===== src/design/uart_pkg.sv =====
// Purpose: shared constants and types for one serial channel core
// Assumes: 10 MHz system clock, AHB-Lite register access
// Notes: register index n sits at byte address 4*n
package uart_pkg;
   localparam logic [2:0] IDX_DATA = 3'h0;
   localparam logic [2:0] IDX_IER = 3'h1;
   localparam logic [2:0] IDX_IIR = 3'h2;
   localparam logic [2:0] IDX_LCR = 3'h3;
   localparam logic [2:0] IDX_MCR = 3'h4;
   localparam logic [2:0] IDX_LSR = 3'h5;
   localparam logic [2:0] IDX_MSR = 3'h6;
   localparam logic [2:0] IDX_SCR = 3'h7;
   localparam logic [2:0] HSIZE_WORD = 3'h2;
   // crystal 24 MHz over 13, made from the 10 MHz clock by a phase accumulator
   localparam int XTAL_KHZ = 24000;
   localparam int PRE_DIV = 13;
   localparam int CLK_KHZ = 10000;
   localparam logic [17:0] ACC_STEP = 18'(XTAL_KHZ);
   localparam logic [17:0] ACC_MOD = 18'(PRE_DIV * CLK_KHZ);
   localparam logic [15:0] DIV_ZERO_N = 16'h0003;
   localparam logic [4:0] FIFO_DEPTH = 5'h10;
   localparam logic [4:0] TRIG_L0 = 5'h01;
   localparam logic [4:0] TRIG_L1 = 5'h04;
   localparam logic [4:0] TRIG_L2 = 5'h08;
   localparam logic [4:0] TRIG_L3 = 5'h0e;
   // start + five data + one stop
   localparam logic [3:0] BASE_BITS = 4'h7;
   localparam logic [3:0] IID_NONE = 4'h1;
   localparam logic [3:0] IID_LINE = 4'h6;
   localparam logic [3:0] IID_RDA = 4'h4;
   localparam logic [3:0] IID_TMO = 4'hc;
   localparam logic [3:0] IID_THR = 4'h2;
   localparam logic [3:0] IID_MODEM = 4'h0;

   typedef enum logic [1:0] {BUS_IDLE = 2'b01, BUS_DATA = 2'b10} bus_state_t;

   typedef struct packed {
      logic carrier_detect_in_n;
      logic ring_indicator_in_n;
      logic data_set_ready_in_n;
      logic clear_to_send_in_n;
   } modem_t;

   typedef struct packed {
      logic brk;
      logic fe;
      logic pe;
      logic [7:0] data;
   } rx_entry_t;

   typedef struct packed {
      bus_state_t bus;
      logic [2:0] idx;
      logic wr;
      logic hit;
      logic [31:0] rdata;
      logic [7:0] interrupt_enable_bits;
      logic [7:0] lcr;
      logic [7:0] line_output_control;
      logic [7:0] scratch_byte;
      logic [7:0] dll;
      logic [7:0] dlm;
      logic fifoEn;
      logic [1:0] trig;
      rx_entry_t [15:0] rxMem;
      logic [3:0] rxRd;
      logic [3:0] rxWr;
      logic [4:0] rxCnt;
      logic topSeen;
      logic [15:0][7:0] txMem;
      logic [3:0] txRd;
      logic [3:0] txWr;
      logic [4:0] txCnt;
      logic oe;
      logic [2:0] lsrErr;
      logic [3:0] delta;
      modem_t m1;
      modem_t m2;
      logic [3:0] statQ;
      logic [17:0] acc;
      logic refLvl;
      logic [15:0] baudCnt;
      logic baudOut;
      logic [9:0] toCnt;
      logic toPend;
      logic twoSeen;
      logic [7:0] txDly;
      logic threQ;
      logic thrInt;
   } state_t;

   localparam state_t STATE_RST = '{bus: BUS_IDLE, threQ: 1'b1,
      m1: modem_t'(4'hf), m2: modem_t'(4'hf), default: '0};
endpackage


===== src/design/uart_baud_fifo_interrupt.sv =====
// Purpose: baud generator, modem status, scratch, FIFO interrupts
// Assumes: serial shift logic sits outside and uses the ports below
// Notes: every bus transfer takes one wait state
//
// The AHB-Lite slave port was decided locally.
`timescale 1ns/10ps
module uart_baud_fifo_interrupt (
   // clock and reset
   input wire logic clock,
   input wire logic rst_n,
   // AHB-Lite slave
   input wire logic hsel,
   input wire logic [31:0] haddr,
   input wire logic [1:0] htrans,
   input wire logic hwrite,
   input wire logic [2:0] hsize,
   input wire logic [31:0] hwdata,
   input wire logic hready,
   output logic hreadyout,
   output logic [31:0] hrdata,
   output logic hresp,
   // modem pins, active low except loopbackOn
   input wire uart_pkg::modem_t modemIn_n,
   output logic terminalReadyN,
   output logic request_send_ctl,
   output logic user_output_one,
   output logic user_output_two,
   output logic loopbackOn,
   // receive shift logic
   input wire logic rxCharValid,
   input wire logic [7:0] rxCharData,
   input wire logic [2:0] rxCharErr,
   // transmit shift logic
   output logic txValid,
   output logic [7:0] txData,
   input wire logic txTake,
   input wire logic txShiftEmpty,
   // clocks and interrupt
   output logic baudClk,
   output logic rclkTick,
   output logic serialIrq
);
   uart_pkg::state_t q, d;
   uart_pkg::rx_entry_t rxTop;
   logic [17:0] accSum;
   logic refTick, rclk, act, rdOp, wrOp, divisor_access_bit;
   logic rdRbr, wrThr, rxPush, rxFull, divWr, lineInt, rdaInt, toInt;
   logic [3:0] stat, iid, bitsPerChar;
   logic [4:0] trigLvl, rxCap;
   logic [7:0] lsrVal, msrVal, rdVal;
   logic [9:0] tmoLimit;
   logic [15:0] errVec, divQ;

   // fractional divider: 24/130 of clock edges give a reference tick
   assign accSum = q.acc + uart_pkg::ACC_STEP;
   assign refTick = accSum >= uart_pkg::ACC_MOD;
   assign rclk = refTick && q.baudCnt == 16'h0000;
   assign act = q.bus == uart_pkg::BUS_DATA && q.hit;
   assign rdOp = act && !q.wr;
   assign wrOp = act && q.wr;
   assign divisor_access_bit = q.lcr[7];
   assign rdRbr = rdOp && q.idx == uart_pkg::IDX_DATA && !divisor_access_bit;
   assign wrThr = wrOp && q.idx == uart_pkg::IDX_DATA && !divisor_access_bit;
   assign divWr = wrOp && divisor_access_bit && (q.idx == uart_pkg::IDX_DATA ||
      q.idx == uart_pkg::IDX_IER);
   // non-FIFO mode behaves as a one-deep holding register
   assign rxCap = q.fifoEn ? uart_pkg::FIFO_DEPTH : 5'h01;
   assign rxFull = q.rxCnt == rxCap;
   assign rxPush = rxCharValid && !rxFull;
   assign rxTop = q.rxMem[q.rxRd];
   assign bitsPerChar = uart_pkg::BASE_BITS + {2'b00, q.lcr[1:0]} +
      {3'b000, q.lcr[3]} + {3'b000, q.lcr[2]};
   assign tmoLimit = {bitsPerChar, 6'h00};
   assign divQ = {q.dlm, q.dll} == 16'h0000 ? uart_pkg::DIV_ZERO_N :
      {q.dlm, q.dll};

   genvar gi;
   generate
      for (gi = 0; gi < 16; gi++)
      begin : g_err
         assign errVec[gi] = ({1'b0, 4'(4'(gi) - q.rxRd)} < q.rxCnt) &&
            (|q.rxMem[gi][10:8]);
      end
   endgenerate

   always_comb
   begin
      case (q.trig)
         2'b00: trigLvl = uart_pkg::TRIG_L0;
         2'b01: trigLvl = uart_pkg::TRIG_L1;
         2'b10: trigLvl = uart_pkg::TRIG_L2;
         default: trigLvl = uart_pkg::TRIG_L3;
      endcase
   end

   assign stat = q.line_output_control[4] ? {q.line_output_control[3], q.line_output_control[2], q.line_output_control[0], q.line_output_control[1]} :
      ~q.m2;
   assign msrVal = {stat, q.delta};
   assign lsrVal = {q.fifoEn && |errVec, q.threQ && txShiftEmpty, q.threQ,
      q.lsrErr, q.oe, q.rxCnt != 5'h00};
   assign lineInt = q.interrupt_enable_bits[2] && (q.oe || |q.lsrErr);
   assign rdaInt = q.interrupt_enable_bits[0] && (q.fifoEn ? q.rxCnt >= trigLvl :
      q.rxCnt != 5'h00);
   assign toInt = q.interrupt_enable_bits[0] && q.fifoEn && q.toPend;

   always_comb
   begin
      if (lineInt)
         iid = uart_pkg::IID_LINE;
      else if (rdaInt)
         iid = uart_pkg::IID_RDA;
      else if (toInt)
         iid = uart_pkg::IID_TMO;
      else if (q.interrupt_enable_bits[1] && q.thrInt)
         iid = uart_pkg::IID_THR;
      else if (q.interrupt_enable_bits[3] && |q.delta)
         iid = uart_pkg::IID_MODEM;
      else
         iid = uart_pkg::IID_NONE;
   end

   always_comb
   begin
      if (!q.hit)
         rdVal = 8'h00;
      else if (q.idx == uart_pkg::IDX_DATA)
         rdVal = divisor_access_bit ? q.dll : rxTop.data;
      else if (q.idx == uart_pkg::IDX_IER)
         rdVal = divisor_access_bit ? q.dlm : q.interrupt_enable_bits;
      else if (q.idx == uart_pkg::IDX_IIR)
         rdVal = {q.fifoEn, q.fifoEn, 2'b00, iid};
      else if (q.idx == uart_pkg::IDX_LCR)
         rdVal = q.lcr;
      else if (q.idx == uart_pkg::IDX_MCR)
         rdVal = q.line_output_control;
      else if (q.idx == uart_pkg::IDX_LSR)
         rdVal = lsrVal;
      else if (q.idx == uart_pkg::IDX_MSR)
         rdVal = msrVal;
      else
         rdVal = q.scratch_byte;
   end

   always_comb
   begin
      logic fifoChg, rxClr, txClr, txPush, txPop, rxPop;
      logic [4:0] txCap;
      logic [7:0] dlyLen;
      logic [15:0] divN;
      fifoChg = 1'b0;
      rxClr = 1'b0;
      txClr = 1'b0;
      rxPop = 1'b0;
      txPush = 1'b0;
      txPop = 1'b0;
      txCap = 5'h00;
      dlyLen = 8'h00;
      divN = 16'h0000;
      d = q;
      d.m1 = modemIn_n;
      d.m2 = q.m1;
      case (q.bus)
         uart_pkg::BUS_IDLE:
            if (hsel && htrans[1] && hready)
            begin
               d.bus = uart_pkg::BUS_DATA;
               d.idx = haddr[4:2];
               d.wr = hwrite;
               d.hit = haddr[31:5] == 27'h0 && haddr[1:0] == 2'b00 &&
                  hsize == uart_pkg::HSIZE_WORD;
            end
         uart_pkg::BUS_DATA:
         begin
            d.bus = uart_pkg::BUS_IDLE;
            d.rdata = {24'h000000, rdVal};
         end
         default: d.bus = uart_pkg::BUS_IDLE;
      endcase
      if (wrOp)
      begin
         if (q.idx == uart_pkg::IDX_DATA)
         begin
            if (divisor_access_bit)
               d.dll = hwdata[7:0];
         end
         else if (q.idx == uart_pkg::IDX_IER)
         begin
            if (divisor_access_bit)
               d.dlm = hwdata[7:0];
            else
               d.interrupt_enable_bits = {4'h0, hwdata[3:0]};
         end
         else if (q.idx == uart_pkg::IDX_IIR)
         begin
            fifoChg = hwdata[0] != q.fifoEn;
            rxClr = hwdata[1] || fifoChg;
            txClr = hwdata[2] || fifoChg;
            d.fifoEn = hwdata[0];
            d.trig = hwdata[7:6];
         end
         else if (q.idx == uart_pkg::IDX_LCR)
            d.lcr = hwdata[7:0];
         else if (q.idx == uart_pkg::IDX_MCR)
            d.line_output_control = {3'h0, hwdata[4:0]};
         else if (q.idx == uart_pkg::IDX_SCR)
            d.scratch_byte = hwdata[7:0];
      end
      // receive FIFO
      rxPop = rdRbr && q.rxCnt != 5'h00;
      if (rxPush)
      begin
         d.rxMem[q.rxWr] = {rxCharErr, rxCharData};
         d.rxWr = q.rxWr + 4'h1;
      end
      if (rxPop)
      begin
         d.rxRd = q.rxRd + 4'h1;
         d.topSeen = 1'b0;
      end
      d.rxCnt = q.rxCnt + {4'h0, rxPush} - {4'h0, rxPop};
      // errors latch once when a character reaches the top
      if (rdOp && q.idx == uart_pkg::IDX_LSR)
      begin
         d.oe = 1'b0;
         d.lsrErr = 3'h0;
      end
      if (rxCharValid && rxFull)
         d.oe = 1'b1;
      if (q.rxCnt != 5'h00 && !q.topSeen && !rxPop)
      begin
         d.lsrErr = d.lsrErr | {rxTop.brk, rxTop.fe, rxTop.pe};
         d.topSeen = 1'b1;
      end
      if (rxClr)
      begin
         d.rxRd = 4'h0;
         d.rxWr = 4'h0;
         d.rxCnt = 5'h00;
         d.topSeen = 1'b0;
      end
      // transmit FIFO
      txCap = q.fifoEn ? uart_pkg::FIFO_DEPTH : 5'h01;
      txPush = wrThr && q.txCnt != txCap;
      txPop = txTake && q.txCnt != 5'h00;
      if (txPush)
      begin
         d.txMem[q.txWr] = hwdata[7:0];
         d.txWr = q.txWr + 4'h1;
      end
      if (txPop)
         d.txRd = q.txRd + 4'h1;
      d.txCnt = q.txCnt + {4'h0, txPush} - {4'h0, txPop};
      if (txClr)
      begin
         d.txRd = 4'h0;
         d.txWr = 4'h0;
         d.txCnt = 5'h00;
      end
      // modem deltas, a new change wins over the clearing read
      if (rdOp && q.idx == uart_pkg::IDX_MSR)
         d.delta = 4'h0;
      d.statQ = stat;
      d.delta = d.delta | {stat[3] ^ q.statQ[3], q.statQ[2] & ~stat[2],
         stat[1] ^ q.statQ[1], stat[0] ^ q.statQ[0]};
      // baud generator on reference ticks
      d.acc = refTick ? accSum - uart_pkg::ACC_MOD : accSum;
      // reference level is high for one clock per reference period
      d.refLvl = refTick;
      divN = {d.dlm, d.dll};
      if (divN == 16'h0000)
         divN = uart_pkg::DIV_ZERO_N;
      if (divWr)
         d.baudCnt = divN - 16'h0001;
      else if (refTick)
         d.baudCnt = q.baudCnt == 16'h0000 ? divN - 16'h0001 :
            q.baudCnt - 16'h0001;
      if (divN == 16'h0001)
         d.baudOut = ~d.refLvl;
      else if (divN == 16'h0002)
         d.baudOut = d.baudCnt[0];
      else
         d.baudOut = d.baudCnt >= 16'h0002;
      // receive timeout, counted on the receive clock
      if (q.rxCnt == 5'h00 || rxClr || rdRbr)
      begin
         d.toCnt = 10'h000;
         d.toPend = 1'b0;
      end
      else if (rxPush && !q.toPend)
         d.toCnt = 10'h000;
      else
      begin
         if (rclk && q.toCnt != tmoLimit)
            d.toCnt = q.toCnt + 10'h001;
         if (q.toCnt == tmoLimit)
            d.toPend = 1'b1;
      end
      // transmit empty, held back in FIFO mode unless two bytes were queued
      dlyLen = q.fifoEn && !q.twoSeen ?
         {bitsPerChar - 4'h1, 4'h0} : 8'h00;
      if (q.txCnt >= 5'h02)
         d.twoSeen = 1'b1;
      if (q.txCnt != 5'h00)
      begin
         d.threQ = 1'b0;
         d.txDly = dlyLen;
      end
      else if (!q.threQ)
      begin
         if (q.txDly == 8'h00)
         begin
            d.threQ = 1'b1;
            d.twoSeen = 1'b0;
         end
         else if (rclk)
            d.txDly = q.txDly - 8'h01;
      end
      if (wrThr || (rdOp && q.idx == uart_pkg::IDX_IIR &&
         iid == uart_pkg::IID_THR))
         d.thrInt = 1'b0;
      if ((d.threQ && !q.threQ) || fifoChg)
         d.thrInt = 1'b1;
   end

   always_ff @(posedge clock)
   begin
      if (!rst_n)
         q <= uart_pkg::STATE_RST;
      else
         q <= d;
   end

   assign hreadyout = q.bus != uart_pkg::BUS_DATA;
   assign hrdata = q.rdata;
   assign hresp = 1'b0;
   // control pins forced inactive high in loopback
   assign terminalReadyN = q.line_output_control[4] || !q.line_output_control[0];
   assign request_send_ctl = q.line_output_control[4] || !q.line_output_control[1];
   assign user_output_one = q.line_output_control[4] || !q.line_output_control[2];
   assign user_output_two = q.line_output_control[4] || !q.line_output_control[3];
   assign loopbackOn = q.line_output_control[4];
   assign txValid = q.txCnt != 5'h00;
   assign txData = q.txMem[q.txRd];
   assign baudClk = q.baudOut;
   assign rclkTick = rclk;
   assign serialIrq = !iid[0] && q.line_output_control[3];
endmodule // uart_baud_fifo_interrupt


===== config.mk =====
export PLATFORM = sky130hd
export DESIGN_NAME = uart_baud_fifo_interrupt
export DESIGN_NICKNAME = d
export VERILOG_FILES = /design/src/design/uart_pkg.sv /design/src/design/uart_baud_fifo_interrupt.sv
export SDC_FILE = /design/constraint.sdc
export NUM_CORES = 1
export LEC_CHECK = 0
export BUFFER_PORTS_ARGS = -buffer_cell sky130_fd_sc_hd__buf_4
export CAP_MARGIN = 10
export CORE_AREA = 2 2 286 288
export DETAILED_ROUTE_END_ITERATION = 7
export DIE_AREA = 0 0 288 290
export PLACE_DENSITY = 0.48
export REMOVE_ABC_BUFFERS = 1
export SYNTH_ARGS = -nofsm -noshare
export SYNTH_HDL_FRONTEND = slang
export SYNTH_SLANG_ARGS = --single-unit

===== constraint.sdc =====
create_clock -name clock -period 3.8 [get_ports clock]
set_clock_uncertainty 0.15 [all_clocks]
set_input_delay 0.57 -clock clock [delete_from_list [all_inputs] [get_ports clock]]
set_output_delay 0.57 -clock clock [all_outputs]
set_load 0.05 [all_outputs]

==> results.md <==
* Status: completed
* Pin count of the biggest net entering global routing at 172
* CP peak stage delay at ~0.43 ns
* Highest routed layer: met5
* Post-synth EDFFs at 0
* Layout area overhead at 16.3%
* Critical path startpoint category: flop
* RSZ-0062 raised after global routing: no
* Htree depth at 2
* CTS Sinks at approximately 460
* Count of cell types in the netlist at between 90 and 100
* Asr flop ratio synth at 0%
* Netlist Area Pre-Place at 23900 µm²
* Sequential-to-total area share from yosys stat at between 30% and 40%
* Top post-synthesis cells by area: dfxtp_1 (39%), mux2i_1 (9.4%), mux4_2 (9.2%)
* Via count at 19449
* Synth top area share at 38.8%
* Global placer's final weighted congestion at 0.866
* Root Driver: clkbuf_16
* Final Core Density at between 30% and 40%
* Pwr dens at 512 nW/µm²
* Met3 WL at roughly 3100 µm
* Fmax at 272 MHz
* Post-route ant nets at 0
* TritonCTS buffer count at 54
* Worst R2R Path Depth at 12
* Grt total ovfl at 0
* Largest area contributor in the netlist: dfxtp_1
* First-pass GRT wire length at 113000 µm
* Worst path depth at 9
* Core area at about 80000 µm²
* Fill count at 8215
* Hold Crit Depth at 3
* CP delay by family, top: compound AO/OA/AOI/OAI gates
* PortBufs at 92
* Routed wire length at 72300 µm
* Post-DP HPWL at a little over 50000 µm
* Minimum clock period at between 3 and 4 ns
* Nets at 2867
* Metal1 wirelength at 33000 µm
* Multi-input gate area at about 13000 µm²
* CP arrival at 2.96 ns
* CP max FO at 7
* Critical Path, Cell by Cell: inv_1 > ha_1 > nand2b_1 > a21o_1 > a21o_1 > a2111o_1 > a211oi_2 > a31oi_1 > buf_4
* Max-slew violation count at 0
* IR drop worst, VDD at 0.364 mV
* CP Data Required Time at ~3.1 ns
* Synthesis-stage register bit count at 463
* Buf/Inv on CP at 2
* Max Cap Violations at 0
* CTS tree: yes
* # rows at 104
* Final Hold Viols at 0
* Die Ht at 290 µm
* 1st-iter DRT viols at 1458
* Die Width at about 290 µm
* Die area at 83500 µm²
* Drt wl/cell at approximately 19 µm
* Syn Area/Cell at 9.04 µm²
* Gr usage total at 17.1%
* Metal2 WL at about 34000 µm
* Antenna Cells at 0
* Final Setup Violations at 0
* Crit path kind: reg -> out
* Worst setup EP type: output pin
* Slew of the pin with the lowest slew margin at about 0.95 ns
* Top cell by count, worst path: a21o_1
* Clock Latency Late Sink at 0.62 ns
* Pwr Total at about 14 mW
* Critical path's slowest cell: a2111o_1
* Vias in the first global route at 19265
* CTS max path bufs at 3
* Initial Util at 29.8%
* Worst Hold Class: in -> reg
* Ys Warns at 0
* Period utilisation layout at 96.8%
* Register area at 9280 µm²
* First-pass iteration count of the detailed router at 5
* Ratio of cells with drive above 1 in the final layout at between 10% and 20%
* I/O pin cnt at 143
* Pleak at about 11 nW
* Synthesized netlist cell count at around 2600
* Slew Limit Headroom at 36.3%
* Synth Flop Type: dfxtp_1
* Worst-path clk slew at 0.06 ns
* Initial antenna violation count at 1
* Avg Vias per Cell at 5.12
* Drt drc at 0
[power by group]
part | switching [mW] | internal (mW)
combinational | 2.01 | 1.42
sequential | 0.329 | 5.09
clock | 2.18 | 3.19
total | 4.52 | 9.69
[cells in the final DEF (no fill, tap or decap), types with 15 or more instances in the layout]
master / Yosys / routed
nand2_1: 315 / 315
dfxtp_1: 463 / 456
o32ai_1: 16 / 16
nand2b_1: 23 / 22
inv_1: 77 / 76
clkbuf_8: 0 / 15
nand3_1: 91 / 91
nor3_1: 28 / 28
nand4_1: 26 / 26
mux4_2: 97 / 97
xor2_1: 28 / 28
nor4_1: 21 / 19
a21oi_1: 223 / 223
buf_4: 33 / 179
mux2i_1: 223 / 223
xnor2_1: 55 / 55
ha_1: 79 / 78
and2_1: 17 / 17
nor2_1: 370 / 369
o21ai_0: 27 / 27
clkbuf_16: 0 / 54
conb_1: 1 / 25
[through the flow]
step | std cells | setup TNS, ns | hold WS [ns] | cell area, µm² | setup WS [ns]
global placement | 3691 | 0 | 0.247 | 25800 | 0.180
floorplan | 2447 | -1157.41 | 0.236 | 23000 | -3.46
finish | 3797 | 0 | 0.0629 | 27800 | 0.121
global route | 3797 | 0 | 0.0706 | 27800 | 0.00716
CTS | 3796 | 0 | 0.0254 | 27700 | 0.000973
detailed placement | 3691 | 0 | 0.248 | 25800 | 0.111
[registers in the layout, indices dropped and copies added (netlist names)]
signal / count
hrdata: 8
loopbackOn: 1
msrVal: 4
divisor_access_bit: 1
baudClk: 1
q: 439
lsrVal: 5
d: 4
[per-layer routing]
metal,up-vias,GRT usage (%)
met1,9596,23.1
met4,2,4.57
met3,102,2.11
met5,-,0
met2,433,28.6
li1,9316,-
[cell usage after synthesis (21+ instances only)]
master and instances:
ha_1 79, nand3_1 91, mux2i_1 223, buf_1 24, xor2_1 28, nand4_1 26, buf_4 33, nor3_1 28
a21oi_1 223, mux4_2 97, nand2b_1 23, xnor2_1 55, nor4_1 21, dfxtp_1 463, inv_1 77, nor2_1 370
nand2_1 315, clkbuf_1 138, o21ai_0 27
[kinds of logic after synthesis]
family	Yosys count	synth area share (%)
XOR/XNOR	83	3.05
flip-flops	463	38.8
multiplexers	326	18.8
AND/OR/NAND/NOR	977	18.3
buffers and inverters	298	5.43
other	1	0.0157
adder cells (fa/ha/maj)	82	4.39
AO/OA/AOI/OAI	411	11.1
[worst reg2reg max path: stages (launching register included)]
cell	delay [ns]
dfxtp_1	0.31
or4b_4	0.59
or2_1	0.26
mux2i_1	0.16
ha_1	0.24
and4_1	0.17
mux2_4	0.32
a2111oi_1	0.46
mux2i_1	0.25
o211ai_1	0.16
o31ai_1	0.13
o2111a_1	0.24
a31oi_1	0.08
[what timing repair did]
action | 4_1_cts | 5_1_grt
setup endpoints to repair | 2 | 3
pin swaps | 1 | 3
hold buffers | 4 | 0
gates resized for setup | 8 | 15
buffers inserted | 1 | 1
endpoints found under the hold margin | 4 | 0
[layout make-up]
cell class	instances	share of cell area [%]
Inverter	80	1.11
Clock buffer	81	5.77
Tap cell	1060	4.78
Sequential cell	463	33.4
Multi-Input combinational cell	1904	48.6
Clock inverter	19	0.892
Timing Repair Buffer	190	5.46
[worst paths after layout]
kind,endpoint,from,slack [ns]
worst min-delay path,q[496],haddr[4],0.06
worst max register to register,baudClk,q[495],0.17
worst max-delay path,serialIrq,q[220],0.12
worst min register to register,q[65],d[65],0.26
(Power assumes the default switching activity.)
